`src/include/tp_gen_pkg.sv`:
```
// constants and types shared by the display timing pulse generator
package tp_gen_pkg;
    localparam int CLK_PERIOD_NS   = 50;
    localparam int FIRST_DELAY_NS  = 125;
    localparam int STEP_HIGH_NS    = 250;
    localparam int THIRD_DELAY_NS  = 125;
    localparam int PERIOD_NS       = 500;
    // least times round up to whole cycles, never below one
    localparam int FIRST_CYC  = (FIRST_DELAY_NS + CLK_PERIOD_NS - 1) / CLK_PERIOD_NS;
    localparam int HIGH_CYC   = (STEP_HIGH_NS + CLK_PERIOD_NS - 1) / CLK_PERIOD_NS;
    // third delay gives back the rounding so one period stays whole cycles
    localparam int THIRD_CYC  = PERIOD_NS / CLK_PERIOD_NS - FIRST_CYC - HIGH_CYC;
    localparam int RING_CNT_W = 4;
    localparam logic [RING_CNT_W-1:0] RING_CNT_RESET = 4'h0;

    // pulse numbers supported; index into a 27-bit vector
    localparam int PULSE_W = 27;
    localparam logic [PULSE_W-1:0] PULSE_USED = 27'h5FF_BFDA;
    localparam int PULSE_BYTE_DISPATCH = 1;
    localparam int PULSE_DEFLECT_WAIT  = 3;
    localparam int PULSE_DEFLECT_LOAD  = 6;
    localparam int PULSE_CHAR_LOAD     = 7;
    localparam int PULSE_BUFFER_READ   = 9;

    // byte dispatch actions
    localparam logic [2:0] ACT_NONE     = 3'h0;
    localparam logic [2:0] ACT_MODE     = 3'h1;
    localparam logic [2:0] ACT_CONTROL  = 3'h2;
    localparam logic [2:0] ACT_AREG     = 3'h3;
    localparam logic [2:0] ACT_ASSEMBLY = 3'h4;
    localparam logic [2:0] ACT_DEFLECT  = 3'h5;

    // buffer address back-step per entry type
    localparam logic [1:0] ENTRY_GRAPHIC = 2'h0;
    localparam logic [1:0] ENTRY_CHAR    = 2'h1;
    localparam logic [1:0] ENTRY_CONTROL = 2'h2;
    localparam logic [3:0] BACK_GRAPHIC  = 4'h2;
    localparam logic [3:0] BACK_CHAR     = 4'h8;
    localparam logic [3:0] BACK_CONTROL  = 4'h5;

    localparam int ADDR_W = 14;
    localparam logic [ADDR_W-1:0] ADDR_RESET = 14'h0000;

    // wishbone register map (byte addresses)
    localparam logic [3:0] REG_CONTROL = 4'h0;
    localparam logic [3:0] REG_STATUS  = 4'h4;
    localparam logic [3:0] REG_ARM     = 4'h8;
    localparam logic [3:0] REG_SENSE   = 4'hC;
    localparam logic [31:0] UNMAPPED_DATA = 32'h0000_0000;

    typedef enum logic [1:0] {
        RING_IDLE  = 2'b00,
        RING_FIRST = 2'b01,
        RING_HIGH  = 2'b10,
        RING_THIRD = 2'b11
    } ring_state_t;
endpackage

```
`src/design/display_timing_pulse_generator.sv`:
```
// timing pulse generator with byte-dispatch and deflection-wait pulses
//
// Function
// runs at one period per 500 ns; the operation starts and stops it
// a pulse fires only when running and its select latch is set
// step sets 125 ns after run, holds 250 ns, then 125 ns third delay; the ring gives 150 ns first and 100 ns third
// ring keeps toggling step every 250 ns while run stays set
// step rise samples select latches; firing pulse clears its own latch
// at most one select latch is set at any time
// hold-one-period latch inhibits sampling for one 500 ns period
// each pulse arms its successor, with hold where the sequence needs it; the code arms one only after pulses 9, 1 (deflect action) and 3 (no pen hit)
// buffer write stops the generator after each stored byte
// exactly 22 pulses: 1, 3, 4, 6-13, 15-24, 26
// direct write fires pulse 1 after fourth service period with byte captured
// pulse 1 starts mode search, control search or a register transfer
// in regeneration pulse 1 checks cursor activity when cursor bit is 1
// pulse 3 stops generator, waits interlock clear, then samples pen
// pen hit halts regeneration, steps address back 2, 8 or 5
// pen hit sets the fault flag in status
// host senses after pen hit; sense bytes 3 and 4 hold address
// interlock still set after pulse 1 routes through pulse 3 first
// reset clears run, step, hold and all select latches
//
// Added by the designer: the Wishbone interface to the registers and the register addresses.
`timescale 1ns/1ns
`default_nettype none
module display_timing_pulse_generator (
    input  wire logic                              ref_clk,
    input  wire logic                              sys_rst,
    input  wire logic [tp_gen_pkg::REG_SENSE:0]    wbAdrI,
    input  wire logic [31:0]                       wbDatI,
    input  wire logic [3:0]                        wbSelI,
    input  wire logic                              wbWeI,
    input  wire logic                              wbCycI,
    input  wire logic                              wbStbI,
    output logic      [31:0]                       wbDatO,
    output logic                                   wbAckO,
    input  wire logic                              directWrite,
    input  wire logic                              regenActive,
    input  wire logic                              bufferWrite,
    input  wire logic                              byteStored,
    input  wire logic                              serviceFourth,
    input  wire logic                              byteCaptured,
    input  wire logic [7:0]                        capturedByte,
    input  wire logic [2:0]                        dispatchAction,
    input  wire logic                              deflectInterlock,
    input  wire logic                              penActivity,
    input  wire logic [1:0]                        entryType,
    output logic      [tp_gen_pkg::PULSE_W-1:0]    timingPulse,
    output logic      [2:0]                        actionStart,
    output logic                                   cursorCheck,
    output logic                                   regenHalt,
    output logic                                   ringStep,
    output logic                                   runActive
);
    import tp_gen_pkg::*;

    typedef struct packed {
        logic                  run;
        logic                  hold;
        logic                  holdSeen;
        logic [PULSE_W-1:0]    sel;
        logic [PULSE_W-1:0]    pulse;
        logic                  waitDeflect;
        logic                  pendingGraphic;
        logic [2:0]            action;
        logic                  cursor;
        logic                  halt;
        logic                  fault;
        logic [ADDR_W-1:0]     addr;
        logic [ADDR_W-1:0]     senseAddr;
        logic                  swHold;
        logic                  ack;
        logic [31:0]           rdata;
        logic                  stepD;
        logic [1:0]            intlSync;
        logic [1:0]            penSync;
    } core_reg_t;

    core_reg_t s_q;
    core_reg_t s_d;
    logic stepLatch;
    logic stepRise;

    // the one-hot select vector keeps only legal pulse numbers
    function automatic logic [PULSE_W-1:0] armOne(input int num);
        logic [PULSE_W-1:0] v;
        v = '0;
        if (num >= 0 && num < PULSE_W) begin
            v[num] = 1'b1;
        end
        return v & PULSE_USED;
    endfunction

    step_ring u_ring (
        .ref_clk   (ref_clk),
        .sys_rst   (sys_rst),
        .runLatch  (s_q.run),
        .stepLatch (stepLatch),
        .stepRise  (stepRise)
    );

    always_comb begin
        logic reqOk;
        logic [3:0] back;
        logic penHit;
        s_d = s_q;
        reqOk = wbCycI && wbStbI && !s_q.ack;
        back = BACK_GRAPHIC;
        penHit = s_q.waitDeflect && !s_q.intlSync[1] && s_q.penSync[1];
        s_d.pulse = '0;
        s_d.action = ACT_NONE;
        s_d.cursor = 1'b0;
        s_d.ack = 1'b0;
        s_d.stepD = stepLatch;
        // pin levels from the analog side pass two flops
        s_d.intlSync = {s_q.intlSync[0], deflectInterlock};
        s_d.penSync = {s_q.penSync[0], penActivity};

        // direct write: byte captured after fourth service period
        if (directWrite && serviceFourth && byteCaptured && s_q.sel == '0) begin
            s_d.run = 1'b1;
            s_d.sel = armOne(PULSE_BYTE_DISPATCH);
        end
        if (regenActive && !s_q.run && !s_q.halt && s_q.sel == '0 && !s_q.waitDeflect) begin
            s_d.run = 1'b1;
            s_d.sel = armOne(PULSE_BUFFER_READ);
        end

        // hold period counted in step rises: a rise is one period
        if (stepRise && s_q.hold) begin
            s_d.hold = 1'b0;
        end else if (stepRise && s_q.run && (s_q.sel & PULSE_USED) != '0) begin
            s_d.pulse = s_q.sel;
            s_d.sel = '0;
            if (s_q.sel[PULSE_BYTE_DISPATCH]) begin
                s_d.action = dispatchAction;
                s_d.cursor = regenActive && capturedByte[6];
                if (dispatchAction == ACT_DEFLECT) begin
                    if (s_q.intlSync[1]) begin
                        s_d.sel = armOne(PULSE_DEFLECT_WAIT);
                        s_d.pendingGraphic = 1'b1;
                    end else begin
                        s_d.sel = armOne(PULSE_DEFLECT_LOAD);
                        s_d.hold = s_q.swHold;
                    end
                end else if (!directWrite) begin
                    s_d.run = 1'b0;
                end
            end else if (s_q.sel[PULSE_DEFLECT_WAIT]) begin
                s_d.run = 1'b0;
                s_d.waitDeflect = 1'b1;
            end else if (s_q.sel[PULSE_BUFFER_READ]) begin
                s_d.sel = armOne(PULSE_BYTE_DISPATCH);
                s_d.hold = 1'b1;
            end else begin
                s_d.run = 1'b0; // load pulses stop the generator for a new cycle
            end
        end

        // deflection wait: after interlock clears, sample pen
        if (s_q.waitDeflect && !s_q.intlSync[1]) begin
            s_d.waitDeflect = 1'b0;
            if (s_q.penSync[1]) begin
                s_d.halt = 1'b1;
                s_d.fault = 1'b1;
                s_d.pendingGraphic = 1'b0;
                unique case (entryType)
                    ENTRY_CHAR:    back = BACK_CHAR;
                    ENTRY_CONTROL: back = BACK_CONTROL;
                    default:       back = BACK_GRAPHIC;
                endcase
                s_d.addr = s_q.addr - {{(ADDR_W-4){1'b0}}, back};
                s_d.senseAddr = s_d.addr;
            end else if (s_q.pendingGraphic) begin
                s_d.pendingGraphic = 1'b0;
                s_d.run = 1'b1;
                s_d.sel = armOne(PULSE_DEFLECT_LOAD);
            end
        end

        if (bufferWrite && byteStored) begin
            s_d.run = 1'b0;
        end
        if (s_q.pulse[PULSE_BUFFER_READ]) begin
            s_d.addr = s_q.addr + 14'h0001;
        end
        if (!regenActive) begin
            s_d.halt = 1'b0;
        end

        // wishbone slave, answers one cycle after the strobe
        if (reqOk) begin
            s_d.ack = 1'b1;
            s_d.rdata = UNMAPPED_DATA;
            unique case (wbAdrI)
                REG_CONTROL: begin
                    if (wbWeI && wbSelI[0]) begin
                        s_d.swHold = wbDatI[0];
                        if (wbDatI[1]) s_d.run = 1'b0;
                        // a pen hit in the same cycle wins over the clear
                        if (wbDatI[2] && !penHit) s_d.halt = 1'b0;
                    end
                    s_d.rdata = {31'h0000_0000, s_q.swHold};
                end
                REG_STATUS: begin
                    if (wbWeI && wbSelI[0] && wbDatI[0] && !penHit) begin
                        s_d.fault = 1'b0; // set wins over clear
                    end
                    s_d.rdata = {26'h000_0000, s_q.halt, s_q.waitDeflect, s_q.hold,
                                 stepLatch, s_q.run, s_q.fault};
                end
                REG_ARM: begin
                    if (wbWeI && wbSelI[0] && s_q.sel == '0) begin
                        s_d.sel = armOne(int'(wbDatI[4:0]));
                        s_d.run = (armOne(int'(wbDatI[4:0])) != '0);
                    end
                    s_d.rdata = {5'h00, s_q.sel};
                end
                REG_SENSE: begin
                    // third and fourth sense bytes
                    s_d.rdata = {16'h0000, 2'b00, s_q.senseAddr};
                end
                default: s_d.rdata = UNMAPPED_DATA;
            endcase
        end
        if (sys_rst) begin
            s_d = '0;
        end
    end

    always_ff @(posedge ref_clk) begin
        s_q <= s_d;
    end

    assign wbDatO      = s_q.rdata;
    assign wbAckO      = s_q.ack;
    assign timingPulse = s_q.pulse;
    assign actionStart = s_q.action;
    assign cursorCheck = s_q.cursor;
    assign regenHalt   = s_q.halt;
    assign ringStep    = s_q.stepD;
    assign runActive   = s_q.run;
endmodule
`default_nettype wire

```
`src/design/step_ring.sv`:
```
// three-delay ring that toggles the step latch while the run latch is set
`timescale 1ns/1ns
`default_nettype none
module step_ring (
    input  wire logic                              ref_clk,
    input  wire logic                              sys_rst,
    input  wire logic                              runLatch,
    output var  logic                              stepLatch,
    output var  logic                              stepRise
);
    import tp_gen_pkg::*;

    typedef struct packed {
        ring_state_t               state;
        logic [RING_CNT_W-1:0]     cnt;
        logic                      step;
        logic                      rise;
    } ring_reg_t;

    ring_reg_t r_q;
    ring_reg_t r_d;

    if (FIRST_CYC + HIGH_CYC + THIRD_CYC != PERIOD_NS / CLK_PERIOD_NS) begin : g_bad_ring
        $error("ring delays do not sum to one timing period");
    end

    always_comb begin
        r_d = r_q;
        r_d.rise = 1'b0;
        r_d.cnt = r_q.cnt + 4'h1;
        unique case (r_q.state)
            RING_IDLE: begin
                r_d.cnt = RING_CNT_RESET;
                if (runLatch) begin
                    r_d.state = RING_FIRST;
                    // the idle cycle that saw run counts as the first delay cycle
                    r_d.cnt = RING_CNT_RESET + 4'h1;
                end
            end
            RING_FIRST: begin
                if (r_q.cnt == RING_CNT_W'(FIRST_CYC - 1)) begin
                    r_d.state = RING_HIGH;
                    r_d.step = 1'b1;
                    r_d.rise = 1'b1;
                    r_d.cnt = RING_CNT_RESET;
                end
            end
            RING_HIGH: begin
                if (r_q.cnt == RING_CNT_W'(HIGH_CYC - 1)) begin
                    r_d.state = RING_THIRD;
                    r_d.step = 1'b0;
                    r_d.cnt = RING_CNT_RESET;
                end
            end
            RING_THIRD: begin
                if (r_q.cnt == RING_CNT_W'(THIRD_CYC - 1)) begin
                    // keep cycling only while run stays set
                    r_d.state = runLatch ? RING_FIRST : RING_IDLE;
                    r_d.cnt = RING_CNT_RESET;
                end
            end
        endcase
        if (!runLatch && r_q.state == RING_FIRST) begin
            r_d.state = RING_IDLE;
            r_d.cnt = RING_CNT_RESET;
        end
    end

    always_ff @(posedge ref_clk) begin
        if (sys_rst) begin
            r_q <= '{state: RING_IDLE, cnt: RING_CNT_RESET, step: 1'b0, rise: 1'b0};
        end else begin
            r_q <= r_d;
        end
    end

    assign stepLatch = r_q.step;
    assign stepRise  = r_q.rise;
endmodule
`default_nettype wire

```
`config.mk`:
```
export PLATFORM = sky130hd
export DESIGN_NAME = display_timing_pulse_generator
export DESIGN_NICKNAME = d
export VERILOG_FILES = /design/src/include/tp_gen_pkg.sv /design/src/design/display_timing_pulse_generator.sv /design/src/design/step_ring.sv
export SDC_FILE = /design/constraint.sdc
export NUM_CORES = 1
export LEC_CHECK = 0
export ABC_AREA = 1
export CORE_MARGIN = 8
export CORE_UTILIZATION = 40
export DETAILED_ROUTE_END_ITERATION = 10
export DONT_BUFFER_PORTS = 1
export GPL_ROUTABILITY_DRIVEN = 0
export SETUP_SLACK_MARGIN = 0.2
export SYNTH_ARGS = -nofsm -noshare
export SYNTH_HDL_FRONTEND = slang
export SYNTH_SLANG_ARGS = --single-unit
```
`constraint.sdc`:
```
create_clock -name ref_clk -period 6.5 [get_ports ref_clk]
set_input_delay 1.3 -clock ref_clk [delete_from_list [all_inputs] [get_ports ref_clk]]
set_output_delay 1.3 -clock ref_clk [all_outputs]
set_load 0.01 [all_outputs]
```
==> impl_metrics.json, run 1 <==
{
  "ys_seq_elements": 134,
  "finalWorstPathRequiredPeriod_ns": 3.14,
  "track_usage_pct": 16.3,
  "timing.max_slew.rel_slack_pct": 30.3,
  "post-synth-top-count-cell": "nand2_1",
  "max_cap_violations": 0,
  "cp_max_fo": 5,
  "pin_count_of_the_biggest_net_entering_global_routing": 86,
  "final-setup-viol-count": 0,
  "postCtsSetupRepairBufs": 0,
  "timing.critical_path.slowest_stage_cell": "fa_1",
  "rows": 48,
  "run_status": "finished clean",
  "max-vdd-ir-drop_mv": 0.220,
  "finalSetupTns_ns": 0,
  "count_of_pins_on_the_block_boundary": 142,
  "htree_levels": 4,
  "clk_latency_ns": 0.42,
  "die_h_um": 147,
  "postCtsResizedCells": 0,
  "flow.area_growth_from_synthesis_pct": 4.52,
  "floorplan.die_area_mm2": 0.0215,
  "final_util_pct": 42.0,
  "top_reg_cell_synth": "dfxtp_1",
  "post-route-drc-count": 0,
  "via_count": 5601,
  "timing.setup.critical_path_class": "in -> reg",
  "min_to": "s_q[3]",
  "num-nets-final": 986,
  "core_area_mm2": 0.0170,
  "holdPathStages": 2,
  "cp.required_ns": 6.82,
  "cts.root.buffer_cell": "clkbuf_16",
  "yosys-top-cells-area": "dfxtp_1 (39%), nand2_1 (9.1%), nand3_1 (7.4%)",
  "grt_setup_unrepaired": "false",
  "final_max_tran_viols": 0,
  "num_antenna_cells": 0,
  "post-dp-hpwl_um": 12500,
  "post_cts_hold_buffer_count": 0,
  "r2r_end": "s_q[61]",
  "critical_path.startpoint_type": "input port",
  "grt_antenna_before_repair": 0,
  "initial_core_util_pct": 40.2,
  "p_per_area_mw_per_mm2": 276,
  "slowest_delay_ns": 0.38,
  "post_drt_via_cell_ratio": 4.94,
  "power.leakage_nw": 2.87,
  "final-hold-violation-count": 0,
  "synthDominantCellAreaShare_pct": 39.2,
  "first_pass_iters": 4,
  "cts.reportedPaths.clkPinSlew_ns": 0.06,
  "clock_skew_ns": 0.00632,
  "synth_cell_types": 47,
  "wire_per_inst_um": 15.3,
  "synth-edff-count": 0,
  "regToRegStartpoint": "s_q[53]",
  "grt_first_pass_wirelength_um": 27900,
  "detailedRoute.firstIterationViolations": 557,
  "die-width_um": 147,
  "critical_path.endpoint_type": "register",
  "grt_remaining_overflow": 0,
  "antenna_violating_nets_post_route": 0,
  "critical_path.most_common_cell": "nand2_1",
  "clk_path_buf_depth": 2,
  "postSynthAreaPerCell_um2": 7.09,
  "fmax_mhz": 319,
  "worstPathCellList": "inv_1 -> ha_1 -> ha_1 -> inv_1 -> fa_1 -> nand2_1 -> nand2_1 -> a21oi_1 -> nand2_1 -> nor2_1 -> nand2_1 -> nand3_1 -> nor2_1 -> o21a_1",
  "drt_wl_total_um": 17400,
  "number_of_sinks_handled_by_clock_tree_synthesis": 134,
  "min_path_type": "reg -> reg",
  "cts_made_buffers": 17,
  "postSynthCellCount": 964,
  "r2r_depth": 13,
  "max_slew.worst_pin.slew_ns": 1.04,
  "timing.hold.worst.start": "s_q[2]",
  "fillers": 1757,
  "place.port_buffers": 0,
  "min_period_over_period_pct": 48.3,
  "timing.reg2reg.setup_slack_ns": 4.02,
  "layout-drive-gt1-share_pct": 7.82,
  "number_of_global_route_vias_before_repair": 5235,
  "synth.largest_area_cell": "dfxtp_1",
  "ys_seq_area_share_pct": 39.2,
  "synth-async-reset-ratio_pct": 0,
  "cts_tree": "built",
  "setup.worst_path.start": "entryType[0]",
  "yosys_warnings": 0,
  "ys_top_cells_by_count": "nand2_1 (165), dfxtp_1 (134), nor2_1 (127)",
  "cp_data_arrival_time_ns": 3.46,
  "mappedNetlistArea_mm2": 0.00684
}
==> cell families after synthesis <==
family	Yosys count	share of synthesized area, %
fa+ha+maj	16	3.04
xor+xnor	6	0.769
compound gates	146	11.4
simple gates	450	30.1
other cells	1	0.0549
flops	134	39.2
buf+inv	211	15.5
==> sequential cells by signal, indices dropped and copies added (netlist names) <==
| signal | cells |
|---|---|
| u_ring.stepLatch | 1 |
| runActive | 1 |
| u_ring.r_q | 6 |
| wbAckO | 1 |
| actionStart | 3 |
| regenHalt | 1 |
| wbDatO | 27 |
| u_ring.stepRise | 1 |
| s_q | 64 |
| ringStep | 1 |
| cursorCheck | 1 |
| timingPulse | 27 |
==> layout by cell type (no fill, tap or decap), types with 2 or more instances in the layout <==
master / synthesis / layout
nand2_1: 165 / 165
dfxtp_1: 134 / 134
nor2_1: 127 / 126
inv_1: 111 / 111
nand3_1: 101 / 101
a21oi_1: 85 / 85
o21ai_0: 42 / 42
clkbuf_16: 0 / 17
nor3_1: 16 / 16
ha_1: 15 / 15
nand4_1: 11 / 11
inv_2: 6 / 6
nor2_2: 5 / 6
xor2_1: 5 / 5
conb_1: 1 / 5
nand2_2: 4 / 4
nor2_4: 4 / 4
nand3_2: 4 / 4
o21ai_1: 4 / 4
nand2_4: 3 / 3
nor2_8: 3 / 3
bufinv_16: 0 / 3
clkinv_2: 0 / 3
clkbuf_8: 0 / 3
or2_2: 2 / 2
a21oi_2: 2 / 2
o22ai_1: 2 / 2
a221oi_1: 2 / 2
inv_6: 0 / 2
clkinvlp_4: 0 / 2
==> routing by layer <==
layer	GRT usage, %	part of all wire [%]	wire length (um)	up-vias
met5	0	0	0	-
met4	6.23	1.5	260	0
met3	5.11	6.8	1180	21
met2	24.9	44	7700	147
met1	21.1	47	8240	2542
li1	-	-	-	2891
==> per-stage QoR <==
step	power, mW	cell area [um^2]	std cells	worst slack [ns]	hold slack (ns)
6_report	1.97	7140	1133	3.36	0.403
3_5_place_dp	0.981	6530	1101	2.96	0.404
2_1_floorplan	0.961	6850	968	3.33	0.388
3_3_place_gp	0.981	6530	1101	2.98	0.398
4_1_cts	1.99	7140	1133	3.41	0.413
5_1_grt	2.05	7140	1133	3.15	0.434
==> power by group <==
part | internal (mW) | leakage (nW) | switching, mW | total (mW)
logic | 0.0384 | 1.49 | 0.0875 | 0.126
clock network | 0.635 | 0.300 | 0.375 | 1.01
registers | 0.829 | 1.08 | 0.00877 | 0.838
==> worst max path at each step <==
stage / end / cells past startpoint / slack [ns]
2_1_floorplan: s_q[61] / 14 / 3.33
5_1_grt: s_q[61] / 14 / 3.15
3_5_place_dp: s_q[61] / 14 / 2.96
4_1_cts: s_q[61] / 14 / 3.41
3_3_place_gp: s_q[61] / 14 / 2.98
6_report: s_q[61] / 14 / 3.36
==> final cells by class <==
| cell class | count | area, um^2 | area share [%] |
|---|---|---|---|
| Multi-Input combinational cell | 623 | 3110 | 43.6 |
| Sequential cell | 134 | 2680 | 37.5 |
| Clock buffer | 21 | 470 | 6.58 |
| Inverter | 118 | 443 | 6.20 |
| Tap cell | 225 | 282 | 3.94 |
| Clock inverter | 11 | 146 | 2.05 |
| Timing Repair Buffer | 1 | 7.51 | 0.105 |
==> worst max-delay path: cells and delay by family <==
kind,cells,cell delay [ns]
AO/OA/AOI/OAI,2,0.55
adder cells (fa/ha/maj),3,0.68
buffers and inverters,2,0.09
AND/OR/NAND/NOR,7,0.85
Power figures use the tool's default switching activity.
==> run 2: changes to the inputs <==
==> constraint.sdc (replaced) <==
create_clock -name ref_clk -period 2.8 [get_ports ref_clk]
set_input_delay 0.56 -clock ref_clk [delete_from_list [all_inputs] [get_ports ref_clk]]
set_output_delay 0.56 -clock ref_clk [all_outputs]
set_load 0.01 [all_outputs]
==> impl_metrics.json, run 2 (synthesis gave the netlist of run 1 again) <==
{
  "drt_wl_total_um": 17300,
  "final_max_tran_viols": 0,
  "detailedRoute.firstIterationViolations": 439,
  "post-dp-hpwl_um": 12700,
  "cts.root.buffer_cell": "clkbuf_16",
  "met3RoutedLength_um": 1190,
  "grt_antenna_before_repair": 0,
  "flow.area_growth_from_synthesis_pct": 5.24,
  "critical_path.endpoint_type": "register",
  "grt_remaining_overflow": 0,
  "worstPathCellList": "inv_1 -> ha_1 -> inv_1 -> fa_1 -> nand2_1 -> nand2_1 -> a21oi_1 -> nand2_1 -> nor2_1 -> nand2_1 -> nand3_1 -> nor2_1 -> o21a_1",
  "htree_levels": 4,
  "critical-path-top-delay-family": "simple AND/OR/NAND/NOR gates",
  "die-width_um": 147,
  "max_cap_violations": 0,
  "die_h_um": 147,
  "timing.setup.critical_path_class": "reg -> reg",
  "postCtsSetupRepairBufs": 0,
  "cp.required_ns": 3.11,
  "postLayoutSetupSlackWorst_ns": 0.589,
  "number_of_sinks_handled_by_clock_tree_synthesis": 134,
  "preCtsSetupSlack_ns": 0.280,
  "cts_made_buffers": 17,
  "min_path_type": "in -> reg",
  "pin_count_of_the_biggest_net_entering_global_routing": 86,
  "place.port_buffers": 0,
  "track_usage_pct": 16.3,
  "power.leakage_nw": 2.90,
  "m1WireLength_um": 8180,
  "core_area_mm2": 0.0170,
  "min_period_over_period_pct": 79.0,
  "timing.max_slew.rel_slack_pct": 55.7,
  "fillers": 1757,
  "cp_data_arrival_time_ns": 2.52,
  "initial_core_util_pct": 40.2,
  "via_count": 5627,
  "leading_cell_types_in_the_layout_fill_and_taps_excluded": "nand2_1 (165), dfxtp_1 (134), nor2_1 (126)",
  "final-hold-violation-count": 0,
  "mostFrequentLayoutCell": "nand2_1",
  "clock_skew_ns": 0.00607,
  "finalSetupTns_ns": 0,
  "p_per_area_mw_per_mm2": 622,
  "fmax_mhz": 452,
  "postCtsResizedCells": 0,
  "cts_tree": "built",
  "post_cts_hold_buffer_count": 0,
  "antenna_violating_nets_post_route": 0,
  "layout-drive-gt1-share_pct": 8.82,
  "post_drt_via_cell_ratio": 4.92,
  "grt_setup_unrepaired": "false",
  "critical_path_buf_inv_count": 2,
  "grt_first_pass_wirelength_um": 28200,
  "wire_per_inst_um": 15.1,
  "critical_path.startpoint_type": "register",
  "rows": 48,
  "clk_path_buf_depth": 2,
  "count_of_pins_on_the_block_boundary": 142,
  "cp_max_fo": 4,
  "clk_latency_ns": 0.42,
  "num_antenna_cells": 0,
  "registers.top_by_ff_count": "s_q",
  "timing.critical_path.slowest_stage_cell": "fa_1",
  "first_pass_iters": 6,
  "floorplan.die_area_mm2": 0.0215,
  "critical_path.most_common_cell": "nand2_1",
  "met2RoutedLength_um": 7520,
  "run_status": "finished clean",
  "finalWorstPathRequiredPeriod_ns": 2.21,
  "num-nets-final": 996,
  "hold-worst-slack_ns": 0.214,
  "final-setup-viol-count": 0,
  "max-vdd-ir-drop_mv": 0.470,
  "post-route-drc-count": 0,
  "max_slew.worst_pin.slew_ns": 0.664,
  "max_reg_flops": 64,
  "dr.max_layer_used": "met4",
  "number_of_global_route_vias_before_repair": 5287,
  "cts.reportedPaths.clkPinSlew_ns": 0.06,
  "slowest_delay_ns": 0.39
}
==> run 2: stage by stage <==
step / instances / instance area, um^2 / util, % / total power [mW]
3_3_place_gp: 1111 / 6600 / 38.8 / 2.28
3_5_place_dp: 1111 / 6600 / 38.8 / 2.28
2_1_floorplan: 968 / 6850 / - / 2.23
6_report: 1143 / 7190 / 42.3 / 4.48
4_1_cts: 1143 / 7190 / 42.3 / 4.52
5_1_grt: 1143 / 7190 / 42.3 / 4.66
==> run 2: worst register-to-register path, stage by stage (launching register included) <==
cell,delay [ns]
dfxtp_1,0.34
inv_1,0.08
ha_1,0.14
inv_1,0.06
fa_1,0.39
nand2_1,0.10
nand2_1,0.06
a21oi_1,0.20
nand2_1,0.15
nor2_1,0.20
nand2_1,0.08
nand3_1,0.12
nor2_1,0.05
o21a_1,0.16
==> run 2: cell type report <==
cell class | count | area [um^2] | share of cell area [%]
multi-input cells | 623 | 3110 | 43.3
flip-flops and latches | 134 | 2680 | 37.3
clock buffers | 19 | 443 | 6.16
inverters | 118 | 443 | 6.16
well taps | 225 | 282 | 3.91
clock inverters | 13 | 148 | 2.05
repair buffers | 11 | 82.6 | 1.15
==> run 2: final timing paths <==
path	from	to	slack (ns)	cells past startpoint
worst max-delay path	s_q[53]	s_q[61]	0.59	13
worst min-delay path	sys_rst	s_q[38]	0.21	1
worst max register to register	s_q[53]	s_q[61]	0.59	13
worst min register to register	s_q[0]	s_q[1]	0.40	2
==> run 2: layer usage <==
layer  up-vias  track usage (%)
met5         -                0
met4         0             6.23
met3        21             4.95
met2       132             24.6
met1      2560             21.3
li1       2914                -
==> run 2: where the power goes <==
| group | switching [mW] | internal, mW |
|---|---|---|
| Clock | 0.889 | 1.34 |
| Combinational | 0.204 | 0.0924 |
| Sequential | 0.0210 | 1.92 |
| Total | 1.11 | 3.36 |
==> run 3: changes to the inputs <==
==> constraint.sdc (replaced) <==
create_clock -name ref_clk -period 1.9 [get_ports ref_clk]
set_input_delay 0.38 -clock ref_clk [delete_from_list [all_inputs] [get_ports ref_clk]]
set_output_delay 0.38 -clock ref_clk [all_outputs]
set_load 0.01 [all_outputs]
==> impl_metrics.json, run 3 (synthesis gave the netlist of run 1 again) <==
{
  "post-dp-hpwl_um": 13000,
  "critical_path.startpoint_type": "register",
  "cp_max_fo": 3,
  "mostFrequentLayoutCell": "nand2_1",
  "wire_per_inst_um": 15.5,
  "critical_path.endpoint_type": "register",
  "pin_count_of_the_biggest_net_entering_global_routing": 86,
  "combinational_cell_fraction_of_total_power_pct": 8.5,
  "layout-drive-gt1-share_pct": 20.6,
  "clk_latency_ns": 0.43,
  "min_path_type": "in -> reg",
  "timing.max_slew.rel_slack_pct": 64.5,
  "num-nets-final": 1027,
  "min_period_over_period_pct": 99.7,
  "timing.setup.critical_path_class": "reg -> reg",
  "final_util_pct": 46.1,
  "floorplan.die_area_mm2": 0.0215,
  "post_drt_via_cell_ratio": 5.05,
  "finalSetupTns_ns": 0,
  "fmax_mhz": 528,
  "finalWorstPathRequiredPeriod_ns": 1.89,
  "via_count": 5921,
  "regToRegStartpoint": "s_q[53]",
  "clock_skew_ns": 0.00800,
  "switching_share_pct": 24.8,
  "holdPathStages": 1,
  "detailedRoute.firstIterationViolations": 449,
  "die_h_um": 147,
  "grt_remaining_overflow": 0,
  "number_of_sinks_handled_by_clock_tree_synthesis": 134,
  "place.port_buffers": 0,
  "max_slew.worst_pin.slew_ns": 0.532,
  "power.leakage_nw": 3.11,
  "first_pass_iters": 5,
  "flow.area_growth_from_synthesis_pct": 14.6,
  "post-route-drc-count": 0,
  "cts_made_buffers": 17,
  "run_status": "finished clean",
  "hold-worst-slack_ns": 0.0254,
  "r2r_depth": 14,
  "power.share.sequential_pct": 43.4,
  "preCtsSetupSlack_ns": -0.234,
  "cp.required_ns": 2.25,
  "intPower_mw": 4.95,
  "p_per_area_mw_per_mm2": 841,
  "setup.worst_path.start": "s_q[53]",
  "clock_power_share_pct": 48.1,
  "post-route-cell-area_mm2": 0.00783,
  "die-width_um": 147,
  "leading_cell_types_in_the_layout_fill_and_taps_excluded": "nand2_1 (150), dfxtp_1 (117), nor2_1 (115)",
  "antenna_violating_nets_post_route": 0,
  "grt_antenna_before_repair": 0,
  "cts.reportedPaths.clkPinSlew_ns": 0.06,
  "grt_first_pass_wirelength_um": 28400,
  "rows": 48,
  "count_of_pins_on_the_block_boundary": 142,
  "final_max_tran_viols": 0,
  "track_usage_pct": 16.6,
  "post_cts_hold_buffer_count": 0,
  "max_reg_flops": 64,
  "final-setup-viol-count": 0,
  "postLayoutSetupSlackWorst_ns": 0.00657,
  "fillers": 1710,
  "timing.hold.worst.start": "sys_rst",
  "max-vdd-ir-drop_mv": 0.699,
  "number_of_global_route_vias_before_repair": 5525,
  "cts.root.buffer_cell": "clkbuf_16",
  "num_antenna_cells": 0,
  "clk_path_buf_depth": 2,
  "registers.top_by_ff_count": "s_q",
  "detailed_place.area_mm2": 0.00684,
  "cp_data_arrival_time_ns": 2.25,
  "max_cap_violations": 0,
  "grt_setup_unrepaired": "true",
  "power_mw": 6.59,
  "drt_wl_total_um": 18200,
  "placed_cells": 1128,
  "instances_no_fill": 1173,
  "total_switching_power_mw": 1.63,
  "htree_levels": 4,
  "cts_tree": "built",
  "final-hold-violation-count": 0,
  "initial_core_util_pct": 40.2,
  "core_area_mm2": 0.0170
}
## run 3: cell types whose count changed in the layout (fill, tap and decap cells not counted), sizes merged
cell and change:
inv -2, clkbuf +1, clkinv +1, nor2 +3, buf +27
## run 3: area by class of cell
| cell class | count | area, um^2 | share of cell area [%] |
|---|---|---|---|
| multi-input cells | 626 | 3460 | 44.2 |
| flip-flops and latches | 134 | 2720 | 34.7 |
| inverters | 118 | 460 | 5.88 |
| clock buffers | 19 | 433 | 5.53 |
| repair buffers | 39 | 350 | 4.47 |
| well taps | 225 | 282 | 3.59 |
| clock inverters | 12 | 131 | 1.68 |
## run 3: path summary, 6_finish.rpt
path | end | slack (ns)
max | s_q[65] | 0.007
min reg2reg | s_q[1] | 0.40
max reg2reg | s_q[65] | 0.007
min | s_q[2] | 0.03
## run 3: power by group through the flow
stage / Combinational (mW) / Sequential [mW] / Clock, mW
2_1_floorplan: 0.383 / 2.92 / 0
3_3_place_gp: 0.475 / 2.92 / 0
3_5_place_dp: 0.480 / 2.93 / 0
4_1_cts: 0.501 / 2.86 / 3.23
5_1_grt: 0.623 / 2.86 / 3.37
6_report: 0.560 / 2.86 / 3.17
## run 3: metal layers
layer | vias up | track usage (%) | part of all wire, %
met1 | 2758 | 21.0 | 46
met3 | 23 | 5.20 | 6.4
met2 | 151 | 25.7 | 45
met4 | 0 | 6.44 | 2.0
li1 | 2989 | - | -
met5 | - | 0 | 0
## run 3: timing repair
| action | in CTS | in global routing |
|---|---|---|
| buffers inserted | 4 | 6 |
| endpoints found under the hold margin | 0 | 0 |
| resized for setup | 12 | 83 |
| cloned | 1 | 3 |
| pin swaps | 9 | 35 |
| endpoints found under the setup margin | 19 | 51 |
## run 3: critical path, stage by stage (launching register included)
cell,delay (ns)
dfxtp_2,0.32
inv_2,0.06
ha_4,0.13
inv_4,0.03
fa_2,0.34
nand2_2,0.08
nand2_2,0.07
a21oi_4,0.17
nand2_4,0.09
nor2_4,0.11
buf_6,0.10
nand2_2,0.04
nand2_2,0.06
nand4_1,0.07
a21oi_1,0.15
